File: config.mk
export PLATFORM = sky130hd
export DESIGN_NAME = spi_port
export DESIGN_NICKNAME = d
export VERILOG_FILES = /design/src/rtl/spi_port_pkg.sv /design/src/rtl/spi_sync2.sv /design/src/rtl/spi_port.sv
export SDC_FILE = /design/constraint.sdc
export NUM_CORES = 1
export LEC_CHECK = 0
export ABC_AREA = 1
export ABC_CLOCK_PERIOD_IN_PS = 3200
export BUFFER_PORTS_ARGS = -buffer_cell sky130_fd_sc_hd__buf_2
export CELL_PAD_IN_SITES_DETAIL_PLACEMENT = 0
export CELL_PAD_IN_SITES_GLOBAL_PLACEMENT = 2
export CORE_ASPECT_RATIO = 1.4
export CORE_UTILIZATION = 32
export DETAILED_ROUTE_END_ITERATION = 12
export PLACE_DENSITY_LB_ADDON = 0.1
export SYNTH_ARGS = -nofsm -noshare
export SYNTH_HDL_FRONTEND = slang
export SYNTH_HIERARCHICAL = 1
export SYNTH_SLANG_ARGS = --single-unit
File: constraint.sdc
create_clock -name SYS_CLK_I -period 3.2 [get_ports SYS_CLK_I]
set_input_delay 0.48 -clock SYS_CLK_I [delete_from_list [all_inputs] [get_ports SYS_CLK_I]]
set_output_delay 0.48 -clock SYS_CLK_I [all_outputs]
set_load 0.005 [all_outputs]
File: src/rtl/spi_port_pkg.sv
// package for the serial port pin block: control fields, states, timing.
// assumes one 250 MHz clock and plain ports for all control bits.
package spi_port_pkg;
  // =====================================================================
  // control word layout (serial_control_register)
  // =====================================================================
  localparam int unsigned CTL_W          = 16;
  localparam int unsigned CTL_MASTER     = 0;
  localparam int unsigned CTL_CPOL       = 1;
  localparam int unsigned CTL_CPHA       = 2;
  localparam int unsigned CTL_ENABLE     = 3;
  localparam int unsigned CTL_OPEN_DRAIN = 4;
  localparam int unsigned CTL_SLV_OUT_DIS = 5;
  localparam int unsigned CTL_RATE_LSB   = 8;
  localparam int unsigned RATE_W         = 8;
  localparam logic [CTL_W-1:0] CTL_RESET = 16'h0000;

  // =====================================================================
  // word and flag pin sizes
  // =====================================================================
  localparam int unsigned WORD_W  = 8;
  localparam int unsigned CNT_W   = 4;
  localparam int unsigned FLAG_N  = 4;
  localparam logic [CNT_W-1:0] WORD_BITS = 4'h8;

  // flag pin modes: 0 general, 1 alternate (irq / timer), 2 slave select
  localparam int unsigned FMODE_W = 2;
  localparam logic [FMODE_W-1:0] FMODE_GPIO = 2'h0;
  localparam logic [FMODE_W-1:0] FMODE_ALT  = 2'h1;
  localparam logic [FMODE_W-1:0] FMODE_SEL  = 2'h2;

  typedef enum logic [3:0] {
    ST_IDLE  = 4'h1,
    ST_LEAD  = 4'h2,
    ST_SHIFT = 4'h4,
    ST_DONE  = 4'h8
  } xfer_state_t;

  // pin pair for a two-way line; oe_n low while driving
  typedef struct packed {
    logic out;
    logic oe_n;
  } pin_drv_t;
endpackage : spi_port_pkg

File: src/rtl/spi_sync2.sv
// two-flop synchroniser for one asynchronous level.
// assumes the input may change at any time relative to clk.
`timescale 1ns/1ps
module spi_sync2 (
  input  wire logic clk_i,
  input  wire logic nrst_i,
  input  wire logic async_i,
  input  wire logic rst_val_i,
  output logic      sync_o
);
  logic meta_ff;
  logic sync_ff;
  // =====================================================================
  // register chain; first flop feeds only the second
  // =====================================================================
  always_ff @(posedge clk_i) begin
    if (!nrst_i) begin
      meta_ff <= rst_val_i;
      sync_ff <= rst_val_i;
    end else begin
      meta_ff <= async_i;
      sync_ff <= meta_ff;
    end
  end
  assign sync_o = sync_ff;
endmodule : spi_sync2

File: src/rtl/spi_port.sv
// serial port pin logic: master clock generation, slave following,
// multimaster error, flag pins as selects.
// assumes pins arrive asynchronous; control bits come from plain ports.
`timescale 1ns/1ps
module spi_port (
  input  wire logic                               SYS_CLK_I,
  input  wire logic                               NRST_I,
  input  wire logic [spi_port_pkg::CTL_W-1:0]     CTL_I,
  input  wire logic [spi_port_pkg::WORD_W-1:0]    TX_DATA_I,
  input  wire logic                               TX_START_I,
  input  wire logic [spi_port_pkg::FLAG_N*2-1:0]  FLAG_MODE_I,
  input  wire logic [spi_port_pkg::FLAG_N-1:0]    FLAG_OUT_I,
  input  wire logic [spi_port_pkg::FLAG_N-1:0]    FLAG_DIR_I,
  input  wire logic [spi_port_pkg::FLAG_N-1:0]    SEL_ASSERT_I,
  input  wire logic                               TIMER_EXPIRED_I,
  input  wire logic                               SCLK_I,
  input  wire logic                               SLAVE_SELECT_I,
  input  wire logic                               DOUT_PIN_I,
  input  wire logic                               DIN_PIN_I,
  input  wire logic [spi_port_pkg::FLAG_N-1:0]    FLAG_I,
  output logic                                    SCLK_O,
  output logic                                    SCLK_OE_N_O,
  output logic                                    DOUT_PIN_O,
  output logic                                    DOUT_OE_N_O,
  output logic                                    DIN_PIN_O,
  output logic                                    DIN_OE_N_O,
  output logic [spi_port_pkg::FLAG_N-1:0]         FLAG_O,
  output logic [spi_port_pkg::FLAG_N-1:0]         FLAG_OE_N_O,
  output logic [spi_port_pkg::FLAG_N-1:0]         FLAG_IN_O,
  output logic                                    INT_REQ_O,
  output logic [spi_port_pkg::WORD_W-1:0]         RX_DATA_O,
  output logic                                    RX_VALID_O,
  output logic                                    BUSY_O,
  output logic                                    MM_ERROR_O
);
  // =====================================================================
  // state record
  // =====================================================================
  typedef struct packed {
    spi_port_pkg::xfer_state_t          st;
    logic [spi_port_pkg::RATE_W-1:0]    div;
    logic [spi_port_pkg::CNT_W-1:0]     bits;
    logic                               sclk;
    logic [spi_port_pkg::WORD_W-1:0]    tx_sh;
    logic [spi_port_pkg::WORD_W-1:0]    rx_sh;
    logic                               sclk_d;
    logic                               s_half;
    logic [spi_port_pkg::CNT_W-1:0]     s_bits;
    logic                               sout;
    logic                               sclk_o;
    logic                               sclk_oe_n;
    logic                               dout;
    logic                               dout_oe_n;
    logic                               din;
    logic                               din_oe_n;
    logic [spi_port_pkg::FLAG_N-1:0]    flag;
    logic [spi_port_pkg::FLAG_N-1:0]    flag_oe_n;
    logic [spi_port_pkg::FLAG_N-1:0]    flag_in;
    logic                               int_req;
    logic [spi_port_pkg::WORD_W-1:0]    rx_data;
    logic                               rx_valid;
    logic                               mm_err;
    logic                               busy;
  } state_t;

  state_t cur_ff;
  state_t nxt_cur;
  logic                            sclk_s;
  logic                            sel_s;
  logic                            dout_s;
  logic                            din_s;
  logic [spi_port_pkg::FLAG_N-1:0] flag_s;

  // =====================================================================
  // pin synchronisers; every pin is async to the system clock
  // =====================================================================
  spi_sync2 u_sync_sclk (.clk_i(SYS_CLK_I), .nrst_i(NRST_I),
    .async_i(SCLK_I), .rst_val_i(1'b1), .sync_o(sclk_s));
  spi_sync2 u_sync_sel (.clk_i(SYS_CLK_I), .nrst_i(NRST_I),
    .async_i(SLAVE_SELECT_I), .rst_val_i(1'b1), .sync_o(sel_s));
  spi_sync2 u_sync_dout (.clk_i(SYS_CLK_I), .nrst_i(NRST_I),
    .async_i(DOUT_PIN_I), .rst_val_i(1'b1), .sync_o(dout_s));
  spi_sync2 u_sync_din (.clk_i(SYS_CLK_I), .nrst_i(NRST_I),
    .async_i(DIN_PIN_I), .rst_val_i(1'b1), .sync_o(din_s));
  for (genvar g = 0; g < spi_port_pkg::FLAG_N; g++) begin : g_fsync
    spi_sync2 u_sync_flag (.clk_i(SYS_CLK_I), .nrst_i(NRST_I),
      .async_i(FLAG_I[g]), .rst_val_i(1'b1), .sync_o(flag_s[g]));
  end

  // =====================================================================
  // next-state logic
  // =====================================================================
  always_comb begin
    logic master;
    logic cpol;
    logic cpha;
    logic en;
    logic [spi_port_pkg::RATE_W-1:0] rate;
    logic tick;
    logic lead_e;
    logic trail_e;
    logic s_rise;
    logic s_fall;
    logic s_lead;
    logic s_trail;
    logic [spi_port_pkg::FMODE_W-1:0] fm;
    nxt_cur = cur_ff;
    master  = CTL_I[spi_port_pkg::CTL_MASTER];
    cpol    = CTL_I[spi_port_pkg::CTL_CPOL];
    cpha    = CTL_I[spi_port_pkg::CTL_CPHA];
    en      = CTL_I[spi_port_pkg::CTL_ENABLE];
    rate    = CTL_I[spi_port_pkg::CTL_RATE_LSB +: spi_port_pkg::RATE_W];
    tick    = (cur_ff.div == 8'h00);
    lead_e  = 1'b0;
    trail_e = 1'b0;
    nxt_cur.rx_valid = 1'b0;
    s_rise  = sclk_s & ~cur_ff.sclk_d;
    s_fall  = ~sclk_s & cur_ff.sclk_d;
    s_lead  = cpol ? s_fall : s_rise;
    s_trail = cpol ? s_rise : s_fall;
    nxt_cur.sclk_d = sclk_s;
    fm = 2'h0;

    // master clock generator; divider sets the half-bit time
    case (cur_ff.st)
      spi_port_pkg::ST_IDLE: begin
        nxt_cur.sclk = cpol;
        nxt_cur.div  = rate;
        if (en && master && TX_START_I && !cur_ff.mm_err) begin
          nxt_cur.tx_sh = TX_DATA_I;
          nxt_cur.bits  = spi_port_pkg::WORD_BITS;
          nxt_cur.st    = spi_port_pkg::ST_LEAD;
        end
      end
      spi_port_pkg::ST_LEAD: begin
        if (tick) begin
          nxt_cur.div = rate;
          nxt_cur.sclk = ~cur_ff.sclk;
          lead_e = 1'b1;
          nxt_cur.st = spi_port_pkg::ST_SHIFT;
        end else begin
          nxt_cur.div = cur_ff.div - 8'h01;
        end
      end
      spi_port_pkg::ST_SHIFT: begin
        if (tick) begin
          nxt_cur.div = rate;
          nxt_cur.sclk = ~cur_ff.sclk;
          trail_e = 1'b1;
          nxt_cur.bits = cur_ff.bits - 4'h1;
          if (cur_ff.bits == 4'h1) begin             // last bit of word
            nxt_cur.st = spi_port_pkg::ST_DONE;
          end else begin
            nxt_cur.st = spi_port_pkg::ST_LEAD;
          end
        end else begin
          nxt_cur.div = cur_ff.div - 8'h01;
        end
      end
      spi_port_pkg::ST_DONE: begin
        nxt_cur.rx_data  = cur_ff.rx_sh;
        nxt_cur.rx_valid = 1'b1;
        nxt_cur.st = spi_port_pkg::ST_IDLE;
      end
      default: nxt_cur.st = spi_port_pkg::ST_IDLE;
    endcase
    nxt_cur.busy = (nxt_cur.st != spi_port_pkg::ST_IDLE);

    // master shift/sample: opposite edges, phase picks which
    if (lead_e) begin
      if (cpha) begin
        nxt_cur.sout  = cur_ff.tx_sh[spi_port_pkg::WORD_W-1];
        nxt_cur.tx_sh = {cur_ff.tx_sh[spi_port_pkg::WORD_W-2:0], 1'b0};
      end else begin
        nxt_cur.rx_sh = {cur_ff.rx_sh[spi_port_pkg::WORD_W-2:0], din_s};
      end
    end
    if (trail_e) begin
      if (cpha) begin
        nxt_cur.rx_sh = {cur_ff.rx_sh[spi_port_pkg::WORD_W-2:0], din_s};
      end else begin
        nxt_cur.sout  = cur_ff.tx_sh[spi_port_pkg::WORD_W-2];
        nxt_cur.tx_sh = {cur_ff.tx_sh[spi_port_pkg::WORD_W-2:0], 1'b0};
      end
    end
    if (cur_ff.st == spi_port_pkg::ST_IDLE && master) begin
      nxt_cur.sout = cpha ? cur_ff.sout : TX_DATA_I[spi_port_pkg::WORD_W-1];
    end

    // slave: follow external clock only while selected
    if (!master) begin
      if (sel_s || !en) begin
        nxt_cur.s_bits = spi_port_pkg::WORD_BITS;
        nxt_cur.s_half = 1'b0;
        nxt_cur.tx_sh  = TX_DATA_I;
        nxt_cur.sout   = cpha ? 1'b0 : TX_DATA_I[spi_port_pkg::WORD_W-1];
      end else begin
        if ((cpha ? s_trail : s_lead)) begin
          nxt_cur.rx_sh = {cur_ff.rx_sh[spi_port_pkg::WORD_W-2:0], dout_s};
          nxt_cur.s_bits = cur_ff.s_bits - 4'h1;
          if (cur_ff.s_bits == 4'h1) begin
            nxt_cur.rx_data =
              {cur_ff.rx_sh[spi_port_pkg::WORD_W-2:0], dout_s};
            nxt_cur.rx_valid = 1'b1;
            nxt_cur.s_bits = spi_port_pkg::WORD_BITS;
          end
        end
        if ((cpha ? s_lead : s_trail)) begin
          nxt_cur.sout  = cpha ? cur_ff.tx_sh[spi_port_pkg::WORD_W-1]
                               : cur_ff.tx_sh[spi_port_pkg::WORD_W-2];
          nxt_cur.tx_sh = {cur_ff.tx_sh[spi_port_pkg::WORD_W-2:0], 1'b0};
        end
      end
    end

    // multimaster error is sticky until master mode is left
    if (master && en && !sel_s) begin
      nxt_cur.mm_err = 1'b1;
    end else if (!master) begin
      nxt_cur.mm_err = 1'b0;
    end

    // pin drivers; oe_n low means driven
    nxt_cur.sclk_o    = (master && en) ? cur_ff.sclk : 1'b1;
    nxt_cur.sclk_oe_n = ~(master && en);
    nxt_cur.dout      = cur_ff.sout;
    nxt_cur.dout_oe_n = ~(master && en);
    nxt_cur.din       = cur_ff.sout;
    nxt_cur.din_oe_n  = ~(!master && en && !sel_s &&
                          !CTL_I[spi_port_pkg::CTL_SLV_OUT_DIS]);
    if (CTL_I[spi_port_pkg::CTL_OPEN_DRAIN] && cur_ff.sout) begin
      nxt_cur.din_oe_n = 1'b1;                             // open drain high
    end

    // flag pin muxing
    nxt_cur.flag_in = flag_s;
    nxt_cur.int_req = (FLAG_MODE_I[1:0] == spi_port_pkg::FMODE_ALT)
                   & ~flag_s[0];
    for (int i = 0; i < spi_port_pkg::FLAG_N; i++) begin
      fm = FLAG_MODE_I[i*2 +: 2];
      nxt_cur.flag[i] = FLAG_OUT_I[i];
      nxt_cur.flag_oe_n[i] = ~FLAG_DIR_I[i];
      if (fm == spi_port_pkg::FMODE_SEL) begin
        nxt_cur.flag[i] = ~SEL_ASSERT_I[i];
        nxt_cur.flag_oe_n[i] = ~master;
      end else if (fm == spi_port_pkg::FMODE_ALT) begin
        if (i == 3) begin
          nxt_cur.flag[i] = TIMER_EXPIRED_I;
          nxt_cur.flag_oe_n[i] = 1'b0;
        end else begin
          nxt_cur.flag_oe_n[i] = 1'b1;
        end
      end
    end
  end

  // =====================================================================
  // state register; reset leaves every flag pin an input
  // =====================================================================
  always_ff @(posedge SYS_CLK_I) begin
    if (!NRST_I) begin
      cur_ff <= '{st: spi_port_pkg::ST_IDLE, sclk_o: 1'b1, sclk_oe_n: 1'b1,
                  dout_oe_n: 1'b1, din_oe_n: 1'b1, sclk_d: 1'b1,
                  flag_oe_n: 4'hF,
                  s_bits: spi_port_pkg::WORD_BITS, default: '0};
    end else begin
      cur_ff <= nxt_cur;
    end
  end

  // outputs straight from the state record
  assign SCLK_O      = cur_ff.sclk_o;
  assign SCLK_OE_N_O = cur_ff.sclk_oe_n;
  assign DOUT_PIN_O  = cur_ff.dout;
  assign DOUT_OE_N_O = cur_ff.dout_oe_n;
  assign DIN_PIN_O   = cur_ff.din;
  assign DIN_OE_N_O  = cur_ff.din_oe_n;
  assign FLAG_O      = cur_ff.flag;
  assign FLAG_OE_N_O = cur_ff.flag_oe_n;
  assign FLAG_IN_O   = cur_ff.flag_in;
  assign INT_REQ_O   = cur_ff.int_req;
  assign RX_DATA_O   = cur_ff.rx_data;
  assign RX_VALID_O  = cur_ff.rx_valid;
  assign BUSY_O      = cur_ff.busy;
  assign MM_ERROR_O  = cur_ff.mm_err;
endmodule : spi_port

[Word-level counts from Yosys, hierarchy flattened]
Index checks and enable logic that the tools add are counted.
Word-level totals
  flip-flop bits (word level): 83
Operators by class
  equal/unequal tests: 19
  reductions and logical operators: 26
  $add $sub $neg: 3
  multiplexer cells: 65
  bitwise logic cells: 19
Operators with widths (number)
  2-to-1 mux 8 bit: 11
  2-to-1 mux 16 bit: 3
  2-to-1 mux 9 bit: 5
  2-to-1 mux 1 bit: 33
  2-to-1 mux 4 bit: 7
  NOT 1 bit: 16
  case mux 8 bit (2 select lines): 1
  == test 4 x 1 -> 1 bit (second input constant): 3
  case mux 4 bit (3 select lines): 1
  2-to-1 mux 5 bit: 2
  logical AND 1 bit: 9
  == test 2 x 1 -> 1 bit (second input constant): 4
  == test 2 bit (second input constant): 4
  logical NOT 8 bit: 1
  case mux 4 bit (2 select lines): 1
  subtractor 4 x 1 -> 4 bit (second input constant): 2
  subtractor 8 x 1 -> 8 bit (second input constant): 1
  != test 2 bit (second input constant): 3
  AND reduction 3 bit: 2
  nonzero test 2 bit: 3
  logical NOT 1 bit: 5
  == test 4 x 2 -> 1 bit (second input constant): 1
  == test 4 x 3 -> 1 bit (second input constant): 1
  == test 4 bit (second input constant): 1
  8 further kinds: 12

[Longest topological paths before layout]
  depth after elaboration: 12
  depth in mapped cells: 12
  depth with buffers taken out: 12

[Cells and area by module]
Netlist, hierarchy kept.
By module, submodules not included
  spi_port: instances 1, seq. area each 1341.3 um2, area each 3545.9 um2, cells each 500
  spi_sync2: instances 8, seq. area each 40.0 um2, area each 65.1 um2, cells each 8

[Worst setup path after synthesis]
OpenSTA, ideal clock, no wires.
  path kind: in2reg
  start: in CTL_I[2] in the netlist's numbering
  end: reg cur_ff, in the netlist RX_DATA_O[5]
  stages: 9
  data required time: 3.081 ns
  setup slack: 1.633 ns
  arrival: 1.448 ns
  cells stage by stage: buf_4 inv_2 nand3_1 and2_4 nand2_2 nor2_4 buf_4 o21ai_0 a21oi_1
On the way
  longest elaborated chain between the ends: 4
RTL lines
  start: declaration: RTL line spi_port.sv:8  | input wire logic [spi_port_pkg::CTL_W-1:0] CTL_I,
  2-to-1 mux 1 bit: RTL line spi_port.sv:198  | if ((cpha ? s_trail : s_lead)) begin
  2-to-1 mux 9 bit: RTL line spi_port.sv:198
  2-to-1 mux 9 bit: RTL line spi_port.sv:192  | if (sel_s || !en) begin
  2-to-1 mux 9 bit: RTL line spi_port.sv:191  | if (!master) begin
  end signal: assignment: RTL line spi_port.sv:262  | cur_ff <= '{st: spi_port_pkg::ST_IDLE, sclk_o: 1'b1, sclk_oe_n: 1'b1,
  end signal: assignment: RTL line spi_port.sv:267  | cur_ff <= nxt_cur;
  end: declaration: RTL line spi_port.sv:66  | state_t cur_ff;
Every way passes these cells.
A chain may end at the register's enable or synchronous reset.

[Worst setup path after layout]
  start: reg cur_ff[58] in the netlist's numbering
  end: reg cur_ff[51] in the netlist's numbering
On the way
  longest elaborated chain between the ends: 9
RTL lines
  logical NOT 8 bit (*): RTL line spi_port.sv:113  | tick = (cur_ff.div == 8'h00);
  2-to-1 mux 1 bit (*): RTL line spi_port.sv:136, spi_port.sv:146
  2-to-1 mux 1 bit: RTL line spi_port.sv:125  | case (cur_ff.st)
  2-to-1 mux 16 bit: RTL line spi_port.sv:170  | if (lead_e) begin
  2-to-1 mux 8 bit: RTL line spi_port.sv:179  | if (cpha) begin
  2-to-1 mux 16 bit (*): RTL line spi_port.sv:178  | if (trail_e) begin
  2-to-1 mux 8 bit: RTL line spi_port.sv:208  | if ((cpha ? s_lead : s_trail)) begin
  2-to-1 mux 8 bit: RTL line spi_port.sv:192
  2-to-1 mux 16 bit (*): RTL line spi_port.sv:191
Every way passes the cells marked *; elsewhere a longest branch is shown, timed or not.

==> reports/qor.yml <==
worst_hold_path:
  hold_path_depth: 2
  holdPathEnd: "FLAG_O[2]"
  min_path_type: "in2reg"
  hp-start: "SEL_ASSERT_I[2]"
logic_synthesis:
  avgSynthCellArea_um2: 7.21
  ys_warn_count: 6
  synth_cell_type_count: 41
  netlist_area_um2: 4070
  synth_cells: 564
  seq_area_frac_synth_pct: 40.9
  synth_seq_cells: 83
global_route:
  grt_first_pass_wirelength_um: 15900
  grt-ovfl-total: 0
  antenna_found_initial: 0
  grt_pass1_vias: 3361
  grt_usage_pct: 15.2
  grt_max_degree: 72
placement:
  io_buffers: 83
  detailed_place_hpwl_um: 6610
  dpl_worst_slack_ps: 1230
  gp_congestion: 0.787
layout:
  register_area_um2: 1660
  drive_above_1_share_pct: 22.5
  final_cell_mix: "nand2_1, dfxtp_1, buf_2"
  nets: 693
  layout_commonest_cell: "nand2_1"
  nFillCells: 1316
  multi_input_area_um2: 1890
  n_antenna_cell: 0
  syn_to_final_growth_pct: 18.1
floorplanning:
  start_util_pct: 32.9
  die_x_um: 97.3
  die_height_um: 135
  ios: 86
  rows: 48
  coreArea_um2: 12400
  die-area_um2: 13200
sta:
  min_period_ps: 1730
  setup_viol: 0
  timing.fmax_mhz: 577
  rsz0062_at_grt: "no"
  clock_skew_ps: 6.52
  finalHoldViolCount: 0
  finalSetupTns_ps: 0
  worst_pin_slew_ps: 736
  fin_crit_sh_pct: 54.2
  slew_headroom_pct: 50.9
  drv_slew: 0
  fin_ws_ps: 1470
worst_setup_path:
  crit_fanout: 8
  cp-end-kind: "flip-flop"
  r2r-start: "cur_ff[58]"
  reg2reg_to: "cur_ff[51]"
  critPathSlowestCell: "dfxtp_1"
  worst-setup-path-type: "reg2reg"
  startpoint_type: "flip-flop"
  critical_path.top_delay_family: "simple AND/OR/NAND/NOR gates"
  worst_r2r_path_depth: 12
  crit_chain: "inv_1 -> ha_1 -> nand2_2 -> nor2_4 -> nand3_1 -> nand2_2 -> inv_2 -> nand2_4 -> nand3_1 -> nand3_1 -> nand2_1 -> inv_1"
  path_buf_inv: 3
  arrival_ps: 2020
  crit_start: "cur_ff[58]"
  critPathMostFrequentCell: "nand3_1"
  worstPathRequired_ps: 3480
  r2r_slack_ps: 1470
  critical-path-max-stage-delay_ps: 320
route:
  drcViolationCount: 0
  drt_iter0_drc: 123
  wl_um: 9270
  final_antenna_net_count: 0
  vias_per_cell: 4.56
  drt-pass1-iter-count: 4
  wl_per_cell_um: 11.8
  via_count: 3582
clocking:
  worstSkewPairLatency_ps: 340
  htreeDepth: 3
  root_buffer: "clkbuf_16"
  cts_sinks: 83
  clkTransAtPathRegs_ps: 60
  numCtsBuffers: 9
  cts_buffer_depth: 2
  cts_tree: "done"
  cts_resized: 0
  cts_setup_buffers: 0
  cts_hold_buf: 0
pwr:
  ir_drop_uv: 297
  power.leakage_nw: 2.38
  p_per_area_nw_per_um2: 548
  finalPower_mw: 2.63
job:
  cap_viol_max_count: 0
run_status:
  status: "completed"
[cell families (layout without fill, tap and decap cells)]
group	after synthesis	count (layout)	share of synthesized area [%]
compound gates	97	97	13.3
xor+xnor	6	6	1.29
fa+ha+maj	5	5	1.54
buf+inv	114	179	13.4
flops	83	83	40.9
mux	2	2	0.523
other cells	1	8	0.0922
simple gates	256	256	29.0
[state kept, by name (all words and copies together) (netlist names), 4 cells and up]
signal	flops
cur_ff	39
FLAG_OE_N_O	4
g_fsync.u_sync_flag/sync_o	4
RX_DATA_O	8
FLAG_IN_O	4
FLAG_O	4
g_fsync.u_sync_flag/meta_ff	4
[worst max-delay path by stage]
stage,slack (ps),cells past startpoint,to
2_1_floorplan,1630,9,RX_DATA_O[5]
3_3_place_gp,1200,5,SCLK_O
3_5_place_dp,1230,5,SCLK_O
4_1_cts,1420,10,cur_ff[53]
5_1_grt,1250,12,cur_ff[49]
6_report,1470,12,cur_ff[51]
[per-layer routing]
layer / GRT usage [%] / routed length (um) / vias up
met5: 0 / 0 / -
met3: 3.82 / 401 / 11
li1: - / - / 1900
met1: 18.2 / 4150 / 1600
met2: 25.7 / 4580 / 71
met4: 6.78 / 135 / 0
[stage by stage]
step                      cell area (um2)  hold slack (ps)  std cells  utilization [%]
after floorplan                      4090              390        571                -
after global placement               4470              406        771             36.1
after detailed placement             4470              398        771             36.1
after CTS                            4800              292        786             38.8
after global routing                 4800              303        786             38.8
final                                4800              309        786             38.8
[cells in the mapped netlist, drive strengths merged]
master,n,area share [%]
a211oi,2,0.37
a21oi,38,4.7
a311oi,1,0.22
a31oi,2,0.31
and2,1,0.22
buf,30,5.5
clkbuf,5,0.46
clkinv,1,0.092
conb,1,0.092
dfxtp,83,41
ha,5,1.5
inv,78,7.4
mux2,1,0.28
mux2i,1,0.25
nand2,153,15
nand3,36,4.4
nand3b,2,0.37
nand4,3,0.46
nor2,48,6.2
nor3,6,1.0
nor4,1,0.15
o211ai,9,1.7
o21ai,43,5.7
o221ai,1,0.22
o22ai,1,0.15
or2,6,0.92
xnor2,2,0.43
xor2,4,0.86
[report_power, final]
part | total, mW | switching (mW) | internal (mW)
clock network | 1.17 | 0.416 | 0.757
registers | 1.13 | 0.0340 | 1.10
logic | 0.322 | 0.195 | 0.127
[cell type report]
| class | count | share of cell area, % |
|---|---|---|
| clock buffers | 10 | 4.77 |
| clock inverters | 5 | 2.14 |
| inverters | 79 | 6.33 |
| multi-input cells | 374 | 39.3 |
| flip-flops and latches | 83 | 34.6 |
| well taps | 150 | 3.91 |
| repair buffers | 85 | 8.97 |
(Power assumes the default switching activity.)
